--- src/rrc_pkg.sv ---
// Package: constants shared by the rotate/round/set-carry execution block
package rrc_pkg;
   localparam int ACC_W = 24;
   localparam int CNT_W = 4;
   localparam logic [1:0] SEL_X = 2'h0;
   localparam logic [1:0] SEL_Y = 2'h1;
   localparam logic [1:0] SEL_Z = 2'h2;
   localparam logic [1:0] SEL_R = 2'h3;
   // Op codes on the issue port
   localparam logic [1:0] OP_NONE = 2'h0;
   localparam logic [1:0] OP_ROTATE_RIGHT_CARRY_OP = 2'h1;
   localparam logic [1:0] OP_ROUND = 2'h2;
   localparam logic [1:0] OP_FORCE_CARRY_OP = 2'h3;
   // Instruction lengths in bytes
   localparam logic [2:0] LEN_ROTATE_RIGHT_CARRY_OP_SHORT = 3'h1;
   localparam logic [2:0] LEN_ROTATE_RIGHT_CARRY_OP_LONG = 3'h2;
   localparam logic [2:0] LEN_ROUND = 3'h7;
   localparam logic [2:0] LEN_FORCE_CARRY_OP = 3'h1;
   // Rounding threshold digit
   localparam int ROUND_HALF = 5;
   // AHB register map
   localparam logic [7:0] ADDR_ACC_X = 8'h00;
   localparam logic [7:0] ADDR_ACC_Y = 8'h04;
   localparam logic [7:0] ADDR_ACC_Z = 8'h08;
   localparam logic [7:0] ADDR_ACC_R = 8'h0C;
   localparam logic [7:0] ADDR_FLAGS = 8'h10;
   localparam logic [7:0] ADDR_CMD = 8'h14;
   localparam logic [7:0] ADDR_STAT = 8'h18;
   localparam logic [7:0] ADDR_DIV = 8'h1C;
   // Flag register bits
   localparam int FLG_C = 0;
   localparam int FLG_O = 1;
   localparam int FLG_S = 2;
   localparam int FLG_Z = 3;
   // Command register fields
   localparam int CMD_OP_LSB = 0;
   localparam int CMD_SEL_LSB = 2;
   localparam int CMD_HASCNT = 4;
   localparam int CMD_CNT_LSB = 8;
   localparam logic [ACC_W-1:0] ACC_RST = 24'h000000;
   localparam logic [3:0] FLAGS_RST = 4'h0;
   localparam logic [ACC_W-1:0] DIV_RST = 24'h00000A;
   typedef enum logic [2:0] {
      ST_IDLE = 3'b001,
      ST_ROT = 3'b010,
      ST_RND = 3'b100
   } rrc_state_t;
endpackage

--- src/rrc_rot_step.sv ---
// One rotate-right-through-carry step with its flag results
`timescale 1ns/1ps
module rrc_rot_step #(
   parameter int W = 24
) (
   // Operand in
   input wire logic [W-1:0] val_in,
   input wire logic carry_in,
   // Result out
   output logic [W-1:0] val_out,
   output logic carry_out,
   output logic ovf_out,
   output logic sign_out,
   output logic zero_out
);
   assign val_out = {carry_in, val_in[W-1:1]};
   assign carry_out = val_in[0];
   // Sign change across the step counts as overflow
   assign ovf_out = val_in[W-1] ^ carry_in;
   assign sign_out = carry_in;
   assign zero_out = ({carry_in, val_in[W-1:1]} == '0);
endmodule

--- src/rrc_core.sv ---
// Rotate-right, rounding and set-carry execution with an AHB-Lite register slave
`timescale 1ns/1ps
module rrc_core #(
   parameter int ACC_W = rrc_pkg::ACC_W,
   parameter int CNT_W = rrc_pkg::CNT_W
) (
   // Clock and reset
   input wire logic mclk,
   input wire logic rst_n,
   // AHB-Lite slave
   input wire logic hsel,
   input wire logic [31:0] haddr,
   input wire logic [1:0] htrans,
   input wire logic hwrite,
   input wire logic [2:0] hsize,
   input wire logic [31:0] hwdata,
   input wire logic hready,
   output logic [31:0] hrdata,
   output logic hreadyout,
   output logic hresp,
   // Status
   output logic busy,
   output logic [2:0] instr_len
);
   rrc_pkg::rrc_state_t state_r, state_nxt;
   logic [ACC_W-1:0] acc_r [4];
   logic [3:0] flags_r;
   logic [ACC_W-1:0] div_r;
   logic [CNT_W-1:0] cnt_r;
   logic [1:0] sel_r;
   logic [2:0] len_r;
   logic [31:0] cycles_r;
   logic [ACC_W-1:0] quot_r, rem_r;
   logic done_r;
   // Address phase capture
   logic wr_pend_r, rd_pend_r;
   logic [7:0] addr_r;
   wire addr_ok = hsel && hready && htrans[1];
   wire [7:0] a_lo = {haddr[7:2], 2'b00};
   always_ff @(posedge mclk or negedge rst_n) begin
      if (!rst_n) begin
         wr_pend_r <= 1'b0;
         rd_pend_r <= 1'b0;
         addr_r <= 8'h00;
      end else begin
         wr_pend_r <= addr_ok && hwrite;
         rd_pend_r <= addr_ok && !hwrite;
         if (addr_ok) begin
            addr_r <= a_lo;
         end
      end
   end
   assign hreadyout = 1'b1;
   assign hresp = 1'b0;
   // Command decode from data phase
   wire cmd_wr = wr_pend_r && (addr_r == rrc_pkg::ADDR_CMD) && (state_r == rrc_pkg::ST_IDLE);
   wire [1:0] cmd_op = hwdata[rrc_pkg::CMD_OP_LSB +: 2];
   wire [1:0] cmd_sel = hwdata[rrc_pkg::CMD_SEL_LSB +: 2];
   wire cmd_hascnt = hwdata[rrc_pkg::CMD_HASCNT];
   wire [CNT_W-1:0] cmd_cnt = hwdata[rrc_pkg::CMD_CNT_LSB +: CNT_W];
   wire acc_wr = wr_pend_r && (addr_r[7:4] == 4'h0) && (state_r == rrc_pkg::ST_IDLE);
   wire flg_wr = wr_pend_r && (addr_r == rrc_pkg::ADDR_FLAGS) && (state_r == rrc_pkg::ST_IDLE);
   wire div_wr = wr_pend_r && (addr_r == rrc_pkg::ADDR_DIV) && (state_r == rrc_pkg::ST_IDLE);
   // Rotate datapath on selected accumulator
   wire [1:0] rot_sel = (state_r == rrc_pkg::ST_IDLE) ? cmd_sel : sel_r;
   wire [ACC_W-1:0] rot_out;
   wire rot_c, rot_o, rot_s, rot_z;
   rrc_rot_step #(.W(ACC_W)) u_step (
      .val_in(acc_r[rot_sel]),
      .carry_in(flags_r[rrc_pkg::FLG_C]),
      .val_out(rot_out),
      .carry_out(rot_c),
      .ovf_out(rot_o),
      .sign_out(rot_s),
      .zero_out(rot_z)
   );
   // Rotate without count executes immediately in the issue cycle
   wire rot_now = cmd_wr && (cmd_op == rrc_pkg::OP_ROTATE_RIGHT_CARRY_OP) && !cmd_hascnt;
   wire rot_go = cmd_wr && (cmd_op == rrc_pkg::OP_ROTATE_RIGHT_CARRY_OP) && cmd_hascnt;
   wire rot_step = (state_r == rrc_pkg::ST_ROT) && (cnt_r != '0);
   wire force_carry_op_now = cmd_wr && (cmd_op == rrc_pkg::OP_FORCE_CARRY_OP);
   wire rnd_go = cmd_wr && (cmd_op == rrc_pkg::OP_ROUND);
   // Rounding: quotient of x by the scale division, remainder scaled to a digit
   wire [ACC_W+3:0] rem_x10 = {4'h0, rem_r} * 28'd10;
   wire [ACC_W+3:0] div_ext = {4'h0, div_r};
   wire round_up = (rem_x10 >= div_ext * 28'(rrc_pkg::ROUND_HALF));
   wire rnd_busy = (rem_r >= div_r) && (div_r != '0);
   always_comb begin
      state_nxt = state_r;
      unique case (state_r)
         rrc_pkg::ST_IDLE: begin
            if (rot_go) begin
               state_nxt = rrc_pkg::ST_ROT;
            end else if (rnd_go) begin
               state_nxt = rrc_pkg::ST_RND;
            end
         end
         rrc_pkg::ST_ROT: begin
            if (cnt_r == '0) begin
               state_nxt = rrc_pkg::ST_IDLE;
            end
         end
         rrc_pkg::ST_RND: begin
            if (!rnd_busy) begin
               state_nxt = rrc_pkg::ST_IDLE;
            end
         end
         default: state_nxt = rrc_pkg::ST_IDLE;
      endcase
   end
   always_ff @(posedge mclk or negedge rst_n) begin
      if (!rst_n) begin
         state_r <= rrc_pkg::ST_IDLE;
         cnt_r <= '0;
         sel_r <= rrc_pkg::SEL_X;
         len_r <= 3'h0;
         quot_r <= '0;
         rem_r <= '0;
         done_r <= 1'b0;
      end else begin
         state_r <= state_nxt;
         done_r <= (state_r == rrc_pkg::ST_RND) && !rnd_busy;
         if (rot_step) begin
            cnt_r <= cnt_r - 1'b1;
         end
         if (cmd_wr) begin
            sel_r <= cmd_sel;
            cnt_r <= cmd_cnt;
         end
         if (rot_now) begin
            len_r <= rrc_pkg::LEN_ROTATE_RIGHT_CARRY_OP_SHORT;
         end else if (rot_go) begin
            len_r <= rrc_pkg::LEN_ROTATE_RIGHT_CARRY_OP_LONG;
         end else if (rnd_go) begin
            len_r <= rrc_pkg::LEN_ROUND;
         end else if (force_carry_op_now) begin
            len_r <= rrc_pkg::LEN_FORCE_CARRY_OP;
         end
         if (rnd_go) begin
            quot_r <= '0;
            rem_r <= acc_r[rrc_pkg::SEL_X];
         end else if (rnd_busy && state_r == rrc_pkg::ST_RND) begin
            quot_r <= quot_r + 1'b1;
            rem_r <= rem_r - div_r;
         end
      end
   end
   // Accumulators and flags; a rotate writes only the selected accumulator, a round always writes x
   always_ff @(posedge mclk or negedge rst_n) begin
      if (!rst_n) begin
         for (int i = 0; i < 4; i++) begin
            acc_r[i] <= rrc_pkg::ACC_RST;
         end
         flags_r <= rrc_pkg::FLAGS_RST;
         div_r <= rrc_pkg::DIV_RST;
      end else begin
         if (acc_wr) begin
            acc_r[addr_r[3:2]] <= hwdata[ACC_W-1:0];
         end
         if (div_wr) begin
            div_r <= hwdata[ACC_W-1:0];
         end
         if (flg_wr) begin
            flags_r <= hwdata[3:0];
         end
         if (rot_now || rot_step) begin
            acc_r[rot_sel] <= rot_out;
            flags_r <= {rot_z, rot_s, rot_o, rot_c};
         end
         if (force_carry_op_now) begin
            flags_r[rrc_pkg::FLG_C] <= 1'b1;
            flags_r[rrc_pkg::FLG_O] <= 1'b0;
         end
         if ((state_r == rrc_pkg::ST_RND) && !rnd_busy) begin
            acc_r[rrc_pkg::SEL_X] <= round_up ? ACC_W'(quot_r + 1'b1) : quot_r;
         end
      end
   end
   // Cycle counter of the current instruction, for software timing
   always_ff @(posedge mclk or negedge rst_n) begin
      if (!rst_n) begin
         cycles_r <= 32'h00000000;
      end else if (cmd_wr) begin
         cycles_r <= 32'h00000001;
      end else if (state_r != rrc_pkg::ST_IDLE && state_nxt != rrc_pkg::ST_IDLE) begin
         cycles_r <= cycles_r + 32'h00000001;
      end
   end
   assign busy = (state_r != rrc_pkg::ST_IDLE);
   assign instr_len = len_r;
   // Read data, driven combinationally from the registers in the data phase
   logic [31:0] rd_mux;
   always_comb begin
      rd_mux = 32'h00000000;
      unique case (addr_r)
         rrc_pkg::ADDR_ACC_X, rrc_pkg::ADDR_ACC_Y, rrc_pkg::ADDR_ACC_Z, rrc_pkg::ADDR_ACC_R:
            rd_mux = {{(32-ACC_W){1'b0}}, acc_r[addr_r[3:2]]};
         rrc_pkg::ADDR_FLAGS: rd_mux = {28'h0000000, flags_r};
         rrc_pkg::ADDR_STAT: rd_mux = {cycles_r[23:0], 3'h0, done_r, busy, len_r};
         rrc_pkg::ADDR_DIV: rd_mux = {{(32-ACC_W){1'b0}}, div_r};
         default: rd_mux = 32'h00000000;
      endcase
   end
   assign hrdata = rd_pend_r ? rd_mux : 32'h00000000;
   // Assertions
   AST_ROT_LSB_TO_C: assert property (@(posedge mclk) disable iff (!rst_n)
      rot_now |=> flags_r[rrc_pkg::FLG_C] == $past(acc_r[rot_sel][0]))
      else $error("carry not loaded from old lsb");
   AST_ROT_MSB_FROM_C: assert property (@(posedge mclk) disable iff (!rst_n)
      rot_now |=> acc_r[sel_r][ACC_W-1] == $past(flags_r[rrc_pkg::FLG_C]))
      else $error("msb not loaded from old carry");
   AST_ROT_REPEAT: assert property (@(posedge mclk) disable iff (!rst_n)
      rot_step |=> cnt_r == $past(cnt_r) - 1'b1)
      else $error("repeat count not stepping");
   AST_ROT_CNT_TIME: assert property (@(posedge mclk) disable iff (!rst_n)
      (rot_go && cmd_cnt == 4'h3) |=> busy [*4] ##1 !busy)
      else $error("rotate with count took wrong cycles");
   AST_ROT_ZERO_CNT: assert property (@(posedge mclk) disable iff (!rst_n)
      (rot_go && cmd_cnt == 4'h0) |=> busy ##1 !busy)
      else $error("zero count not one cycle");
   AST_ROT_LEN: assert property (@(posedge mclk) disable iff (!rst_n)
      rot_go |=> instr_len == rrc_pkg::LEN_ROTATE_RIGHT_CARRY_OP_LONG)
      else $error("rotate length wrong");
   AST_FORCE_CARRY_OP: assert property (@(posedge mclk) disable iff (!rst_n)
      force_carry_op_now |=> flags_r[1:0] == 2'b01 && !busy && flags_r[3:2] == $past(flags_r[3:2]))
      else $error("set carry wrong");
   AST_ROUND_LEN: assert property (@(posedge mclk) disable iff (!rst_n)
      rnd_go |=> busy && instr_len == rrc_pkg::LEN_ROUND)
      else $error("round not started");
   AST_ROT_FLAG_Z: assert property (@(posedge mclk) disable iff (!rst_n)
      rot_now |=> flags_r[rrc_pkg::FLG_Z] == (acc_r[sel_r] == '0))
      else $error("zero flag mismatch");
   AST_OTHER_ACC: assert property (@(posedge mclk) disable iff (!rst_n)
      (rot_now && cmd_sel != rrc_pkg::SEL_X) |=> acc_r[rrc_pkg::SEL_X] == $past(acc_r[rrc_pkg::SEL_X]))
      else $error("unselected accumulator changed");
endmodule

--- config.mk ---
export PLATFORM = sky130hd
export DESIGN_NAME = rrc_core
export DESIGN_NICKNAME = d
export VERILOG_FILES = /design/src/rrc_pkg.sv /design/src/rrc_rot_step.sv /design/src/rrc_core.sv
export SDC_FILE = /design/constraint.sdc
export NUM_CORES = 1
export LEC_CHECK = 0
export BUFFER_PORTS_ARGS = -buffer_cell sky130_fd_sc_hd__buf_2
export CAP_MARGIN = 20
export CORE_MARGIN = 8
export CORE_UTILIZATION = 50
export DETAILED_ROUTE_END_ITERATION = 10
export PLACE_DENSITY_LB_ADDON = 0.15
export SYNTH_ARGS = -nofsm -noshare
export SYNTH_HDL_FRONTEND = slang
export SYNTH_SLANG_ARGS = --single-unit
--- constraint.sdc ---
create_clock -name mclk -period 14 [get_ports mclk]
set_clock_uncertainty 0.2 [all_clocks]
set_input_delay 1.4 -clock mclk [delete_from_list [all_inputs] [get_ports mclk]]
set_output_delay 1.4 -clock mclk [all_outputs]
set_load 0.1 [all_outputs]
**Word-level counts from Yosys, hierarchy flattened**

Cells that the tools add are included.

- Bits in registers: 225
- Bits of input ports: 74
- Output and inout bits: 38
- Word-level logic and storage cells: 128

- Add/subtract/negate cells: 4
- Multipliers: 2
- Magnitude comparators: 6
- Eq/ne operators: 15
- Muxes and demuxes: 39
- Bitwise logic cells: 3
- Reduce and logical (&&, ||, !) cells: 41

Operator list:

| cell | count |
|---|---|
| 24-bit two-way mux | 12 |
| 96-bit bitwise mux | 2 |
| 96-bit two-way mux | 2 |
| 32-bit one-hot mux with 4 select lines | 1 |
| 24-bit binary-select mux with 2-bit select | 2 |
| 24-bit demux with 2-bit select | 2 |
| 32-bit two-way mux | 3 |
| 24-bit by 3-bit multiplier with 27-bit output (second input constant) | 2 |
| 32-bit by 1-bit adder with 32-bit output (second input constant) | 1 |
| 28-bit by 27-bit greater-or-equal comparator with 1-bit output | 1 |
| 24-bit by 1-bit adder with 24-bit output (second input constant) | 1 |
| 6-bit by 3-bit == test with 1-bit output (second input constant) | 4 |
| 24-bit greater-or-equal comparator | 1 |
| 1-bit logical AND | 24 |
| 24-bit zero test | 1 |
| 3-bit two-way mux | 8 |
| 24-bit nonzero test | 1 |
| 24-bit subtractor | 1 |
| 4-bit two-way mux | 4 |
| 6-bit by 2-bit == test with 1-bit output (second input constant) | 2 |
| 3-bit one-hot mux with 3 select lines | 1 |
| 4-bit zero test | 2 |
| 8-bit zero test | 1 |
| 2-bit nonzero test | 4 |
| other kinds (18) | 27 |

**Depth between registers and ports, before layout**

Gate-level depths: netlist of the first run.

- Depth in word-level cells: 11
- Gate-level depth with buffers: 22
- Mapped depth without buffers: 20

**Hierarchy**

Synthesis of the first run repeated with hierarchy kept, for this count alone.

- Cells, all modules: 1928
- Area total of the unflattened synthesis: 17156.5 µm²

Modules (own cells, without submodules):

| module | times used | cells each | area each (µm²) | sequential area each (µm²) |
|---|---|---|---|---|
| rrc_core | 1 | 1890 | 16882.4 | 5434.0 |
| rrc_rot_step | 1 | 38 | 274.0 | 0.0 |

**Least setup slack after synthesis of the first run**

No wires, ideal clock.

- Kind: reg-to-reg
- Start point: register div_r[1]
- End point: register acc_r[77] (netlist bit)
- Library setup time: 0.069 ns
- Data arrival time: 4.838 ns
- Required time: 13.731 ns
- Slack: 8.894 ns
- Cell stages (with the launch flop): 22
- Buffers on the path: 2
- Clock period less this slack: 5.106 ns
- Cells stage by stage: dfstp_2 > ha_1 > ha_1 > fa_1 > a21oi_1 > nor2_1 > o32ai_1 > o21ai_0 > a21o_1 > a21oi_1 > xor2_1 > ha_1 > o21ai_0 > nor2_1 > a2111o_1 > nor4bb_1 > o21ai_0 > a211oi_2 > buf_2 > buf_2 > nand3_1 > nand3_1

- Cells in the longest elaborated chain, start to end: 5
- Elaborated cells on any way between the ends: 9
- Classes of those cells: mul: 1; order compare: 2; mux: 2; reduce/logical: 4

RTL lines:

| item | RTL line | text |
|---|---|---|
| start: declaration | rrc_core.sv:28 | `logic [ACC_W-1:0] div_r;` |
| start signal: assignment | rrc_core.sv:155 | `div_r <= rrc_pkg::DIV_RST;` |
| start signal: assignment | rrc_core.sv:161 | `div_r <= hwdata[ACC_W-1:0];` |
| parallel branches: the longest is 4 deep, another holds 28-bit by 27-bit greater-or-equal comparator with 1-bit output | - |  |
| 24-bit two-way mux (*) | rrc_core.sv:174 | `if ((state_r == rrc_pkg::ST_RND) && !rnd_busy) begin` |
| end signal: indexed assignment | rrc_core.sv:158 | `acc_r[addr_r[3:2]] <= hwdata[ACC_W-1:0];` |
| end signal: indexed assignment | rrc_core.sv:167 | `acc_r[rot_sel] <= rot_out;` |
| end signal: indexed assignment | rrc_core.sv:175 | `acc_r[rrc_pkg::SEL_X] <= round_up ? ACC_W'(quot_r + 1'b1) : quot_r;` |
| end: declaration | rrc_core.sv:26 | `logic [ACC_W-1:0] acc_r [4];` |

Every way passes the cells marked *.
A chain may end at the register's enable or synchronous reset.

**Worst setup path in the final report of the first run**

- Start point: register div_r[3]
- End point: register acc_r[73] (netlist bit)

The elaborated chain is that of the path after synthesis.

==> results of run 1 <==
stage by stage:
stage / instance area [µm²] / cells
after CTS: 18900 / 2443
after floorplan: 17300 / 1960
after global placement: 18000 / 2395
after global routing: 18900 / 2445
final: 18900 / 2445
after detailed placement: 18000 / 2395
state kept, by name, summed over array words and instances, names as in the netlist, 3 cells and up:
register	cells
div_r	24
quot_r	24
cnt_r	4
cycles_r	24
state_r	3
addr_r	6
rem_r	24
instr_len	3
acc_r	96
flags_r	4
path summary, 6_finish.rpt:
check | startpoint | end | cells past startpoint
max | div_r[3]$_DFFE_PN1P_ | acc_r[73]$_DFF_PN0_ | 20
min | cycles_r[23]$_DFFE_PN0P_ | cycles_r[23]$_DFFE_PN0P_ | 2
max reg2reg | div_r[3]$_DFFE_PN1P_ | acc_r[73]$_DFF_PN0_ | 20
min reg2reg | cycles_r[23]$_DFFE_PN0P_ | cycles_r[23]$_DFFE_PN0P_ | 2
max in group asynchronous | rst_n | addr_r[2]$_DFFE_PN0P_ | 2
min in group asynchronous | rst_n | cycles_r[21]$_DFFE_PN0P_ | 1
cells in the final DEF, fill, tap and decap left out, types with 8 or more instances in the layout:
cell       netlist  final
and2_1          13     13
o31ai_1         20     20
mux2i_1        139    137
a22oi_1         39     39
buf_2           36     70
nand3_1         83     83
mux2_2          33     33
ha_1           142    142
nor3_1          19     17
mux4_2          24     24
inv_1           60     60
a221o_1         15     15
or4_1           20     20
nand2b_1        23     23
dfrtp_1        214    213
nor4_1          15     14
clkbuf_8         0     11
a2111oi_0       15     15
nor2_1         127    126
xnor2_1         48     48
a21o_1          18     18
o21a_1          12     12
o2111ai_1        8      8
nand4_1         13     13
a21oi_1        137    137
nand2_1        211    211
nor2b_1         24     24
clkbuf_16        0     26
and3_1          26     26
or3_1           13     13
xor2_1          29     29
a211oi_1        32     31
buf_4            6     26
o21ai_0        173    173
where the power goes:
part           leakage, µW  switching [µW]  internal [µW]  total [µW]
Sequential         0.00248            79.0            685         764
Combinational      0.00560             629            462        1090
Clock             0.000465             287            437         724
Total              0.00855             995           1580        2580
routing by layer:
metal	up-vias	share of wire, %	track usage (%)
li1	7241	-	-
met1	7405	46	36.0
met2	488	45	40.3
met3	84	6.1	4.02
met4	0	2.8	6.94
met5	-	0	0
cell type report:
cell class                      instances  area, µm²
Sequential cell                       217       5440
Inverter                               61        229
Fill cell                            3158      15400
Antenna cell                            1       2.50
Multi-Input combinational cell       1565      11200
Clock inverter                          9        120
Clock buffer                           39        810
Timing Repair Buffer                   98        581
Tap cell                              455        569
critical path, delay by kind of cell, from the launching register on:
kind / cells / cell delay (ns)
mux: 1 / 0.26
fa+ha+maj: 4 / 1.17
xor+xnor: 1 / 0.19
buf+inv: 1 / 0.43
flops: 1 / 0.63
simple gates: 3 / 0.71
compound gates: 10 / 2.61
cells by family after synthesis:
family,Yosys count
AOI/OAI and AO/OA,525
buffers and inverters,178
adders and majority gates,145
DFF,217
other,2
xor gates and xnor gates,77
and+or+nand+nor,620
muxes,196
==> metrics.txt, run 1 <==
status finished clean; max cap viols 0; simple-gate share of the synthesized area between 15 and 20%; CP Launch Type flop; Worst setup EP type flop; Fin Setup TNS 0 ns; CTS Buffer Depth 3; worst-path fanout max 45; critical-path cell list ha_1 > ha_1 > fa_1 > a21oi_1 > nor2_1 > o32ai_1 > o21ai_0 > a21o_1 > a21oi_1 > xor2_1 > ha_1 > o21ai_0 > nor2_1 > a2111o_1 > nor4bb_1 > o21ai_0 > a211oi_4 > buf_4 > mux2i_1 > a21oi_1; post-cts sizing count 0; Pleak ~0.0085 µW; mux share of post-synthesis cell area about an eighth; Die Wd a little over 200 µm; die area ~41000 µm²; FMAX 156 MHz; nets@finish 2188; number of remaining DRC errors 0; final hold vios 0; vias in the first global route about 15000; IO Port Bufs 71; count of final max-slew check failures 0; Avg Inst Size Synth 8.82 µm²; crit share post-route between 40 and 50%; final wirelength between 50 and 60 mm; core area around 34000 µm²; I/O Pins 112; hold_ws 0.347 ns; Via density about 6.2; Final GP Congestion slightly below 1; post-DR wirelength/cell between 20 and 25 µm; Netlist cell types 77; Worst slew margin about a third; # setup viols final 0; cell area after synthesis 17300 µm²; Power Dens Cells about 140 nW/µm²; Ys Warns 0; first-pass GRT wire length about 84 mm; post-synthesis sequential area ratio between 30% and 40%; dominant cell type by area after synthesis dfrtp_1; Syn Inst Count ~2000; clock latency on the worst-skew pair 0.56 ns; Clock Root Buffer clkbuf_16; Routed Antenna Nets 0; Peak VDD IR between 90 and 100 µV; Mapped Nets between 2000 and 2500; CTS tree built; clock slew at reported path FFs 0.06 ns; GRT Total Usage 25.6%; worst path setup slack after routing about 7.6 ns; 1st-iter DRT viols 1107; Area Growth Syn to Fin 9.49%; Critical Setup Path Class flop to flop; TritonCTS buffer count 26; share of cells above drive strength 1 a little under an eighth; worst hold path class flop to flop; flops & latches, synth about 220; Synth top cells by count dfrtp_1, nand2_1, o21ai_0; DR vias 15200; Tmin final 6.42 ns; Initial Util between 50% and 60%; grt total ovfl 0; ys flop type dfrtp_1; Tot Pwr about 2600 µW; R2R Setup Slk 7.58 ns; most common cell in the netlist dfrtp_1; detailed placer's ending HPWL around 38 mm; # clock sinks approximately 220; initial antenna violation count 2; postcts setup bufs 0; post-synth top area share 31.0%; first drt pass iteration count 5; largest net degree at the start of global routing 85; Die Span Y slightly above 200 µm; CP max-delay cell o32ai_1; CTS H-tree lvls 1; final core utilization a little under three fifths; cell row count between 60 and 70; largest cells by area after synthesis dfrtp_1, ha_1, mux2i_1; Compound-Gate Fraction of Synth Area 18.9%; post-synthesis xor/xnor area fraction under 10%; actual slew at the worst max-slew pin ~1 ns; Async SR Flop Fraction 100%; Adder-Cell Fraction of Synth Area 10.6%; RSZ-0062 raised after global routing no; Post-synth EDFFs 0; pre-CTS setup slack approximately 7.7 ns; largest family of logic cells by synthesized area compound AO/OA/AOI/OAI gates; critical path arrival between 6 and 7 ns; worst endpoint required time 14.20 ns; Post-CTS Hold Fix Bufs 0; max incr delay on CP 0.64 ns
No activity file was read; power rests on OpenSTA's default activity.
==> inputs of run 2 (changes only) <==
- clock period: 14 -> 5.9 ns (I/O delays scaled with it)
==> metrics.txt, run 2 (same netlist as run 1, synthesis figures left out) <==
Placement Cell Area 18100 µm² (+0.53%); # clock sinks 217 (unchanged); CP Launch Type flop; Via density 6.28 (+0.91%); DR vias 15500 (+1.5%); area of the multi-input gates 11200 µm² (+0.13%); final wirelength 54.1 mm (+1.4%); largest net degree at the start of global routing 121 (+42%); share of cells above drive strength 1 11.9% (+0.37 points); number of flip-flops under the largest register name 96 (unchanged); TritonCTS buffer count 26 (unchanged); post-route cell area 19000 µm² (+0.47%); Area Growth Syn to Fin 10.0%; GRT Total Usage 25.7% (+0.089 points); Worst setup EP type flop; Clock Root Buffer clkbuf_16; clock latency on the worst-skew pair 0.57 ns (about the same); die area 40800 µm² (unchanged); Die Wd 202 µm (unchanged); critical path arrival 5.76 ns (-0.86 ns); Pleak 0.00858 µW (+0.41%); Critical Setup Path Class flop to flop; commonest non-fill, non-tap cell in the layout dfrtp_1; clock slew at reported path FFs 0.06 ns (about the same); Fin Setup TNS 0 ns (unchanged); grt total ovfl 0 (unchanged); 1st-iter DRT viols 1399 (+26%); Power Dens Cells 318 nW/µm² (+130%); worst-path fanout max 23 (-49%); Final GP Congestion 0.971 (+0.63%); Peak VDD IR 221 µV (+130%); first drt pass iteration count 5 (unchanged); Biggest register acc_r; I/O Pins 112 (unchanged); register area 5440 µm² (unchanged); final hold vios 0 (unchanged); actual slew at the worst max-slew pin 0.948 ns (-0.0519 ns); FMAX 181 MHz (+16%); cell row count 68 (unchanged); nets@finish 2204 (+0.73%); Tmin final 5.52 ns (-0.902 ns); leading cell types in the layout, fill and taps excluded dfrtp_1, nand2_1, o21ai_0; post-DR wirelength/cell 22.0 µm (+0.76%); Worst slew margin 36.8% (+3.6 points); core area 34300 µm² (unchanged); status finished clean; worst hold path class primary input to flop; # setup viols final 0 (unchanged); max cap viols 0 (unchanged); detailed placer's ending HPWL 38.8 mm (+2.5%); vias in the first global route 14800 (+0.87%); Initial Util 50.4% (unchanged); initial antenna violation count 4 (+2); number of remaining DRC errors 0 (unchanged); Routed Antenna Nets 0 (unchanged); filler cell count 3142 (-0.51%); CTS tree built; count of final max-slew check failures 0 (unchanged); crit share post-route 93.6% (+48 points); CTS H-tree lvls 1 (unchanged); first-pass GRT wire length 85.1 mm (+0.87%); IO Port Bufs 71 (unchanged); CTS Buffer Depth 3 (unchanged); worst endpoint required time 6.14 ns (-8.06 ns); Die Span Y 202 µm (unchanged)
==> run 2: changes by cell type in the layout (fill, tap and decap cells not counted), sizes merged <==
| cell | previous run | this run |
|---|---|---|
| buf | 98 | 111 |
| bufinv | 2 | 1 |
| clkinv | 7 | 6 |
| diode | 1 | 3 |
| dlygate4sd3 | 0 | 2 |
==> run 2: repair_timing <==
action / CTS / global route
hold buffers: 2 / 0
resized for setup: 0 / 4
buffers inserted: 0 / 2
endpoints found under the setup margin: 0 / 3
endpoints found under the hold margin: 52 / 0
==> run 2: worst paths after layout <==
kind / start / to / slack [ns] / cells after the start
min in group asynchronous: rst_n / cycles_r[18]$_DFFE_PN0P_ / 0.50 / 2
worst min-delay path: haddr[4] / addr_r[4]$_DFFE_PN0P_ / 0.06 / 2
worst max register to register: div_r[1]$_DFFE_PN1P_ / acc_r[73]$_DFF_PN0_ / 0.38 / 21
max in group asynchronous: rst_n / div_r[0]$_DFFE_PN0P_ / 3.59 / 3
worst min register to register: quot_r[23]$_DFFE_PN0P_ / quot_r[23]$_DFFE_PN0P_ / 0.34 / 2
worst max-delay path: div_r[1]$_DFFE_PN1P_ / acc_r[73]$_DFF_PN0_ / 0.38 / 21
==> run 2: report_power, final <==
part | switching [µW] | total, µW | leakage (µW) | internal [µW]
logic | 1520 | 2660 | 0.00569 | 1150
clock network | 662 | 1580 | 0.000410 | 917
registers | 185 | 1810 | 0.00248 | 1630
==> run 2: layer usage <==
| layer | global-route usage (%) | wire length (µm) |
|---|---|---|
| met5 | 0 | 11 |
| met4 | 8.35 | 1810 |
| met3 | 3.11 | 3760 |
| met2 | 39.7 | 24000 |
| met1 | 36.8 | 24500 |
==> run 2: final cells by class <==
type | instances | area share (%)
multi-input cells | 1565 | 58.9
clock buffers | 38 | 3.92
repair buffers | 114 | 3.94
well taps | 455 | 2.99
inverters | 61 | 1.20
flip-flops and latches | 217 | 28.6
diodes | 3 | 0.0395
clock inverters | 7 | 0.447
==> run 2: stage by stage <==
step                      total power (µW)  std cells  setup slack (ns)  hold slack [ns]  util [%]
final                                 6050       2460             0.378           0.0552      55.5
after global routing                  6440       2458          -0.00151           0.0485      55.4
after CTS                             5990       2453             0.316           0.0396      55.2
after detailed placement              4400       2406             0.310            0.320      52.7
after global placement                4340       2406             0.391            0.308      52.7
after floorplan                       3670       1960             0.794           0.0944         -
==> run 2: worst max-delay path: stages (launching register included) <==
cell      delay (ns)
dfstp_2         0.61
ha_1            0.25
ha_1            0.23
fa_1            0.43
a21oi_2         0.17
nor2_1          0.08
o32ai_1         0.30
buf_4           0.19
o21ai_0         0.12
a21o_1          0.21
a21oi_1         0.16
xor2_1          0.18
ha_1            0.26
o21ai_0         0.08
nor2_1          0.06
a2111o_1        0.42
nor4bb_2        0.35
o21ai_1         0.16
a211oi_4        0.39
buf_12          0.22
mux2i_1         0.20
a21oi_1         0.08
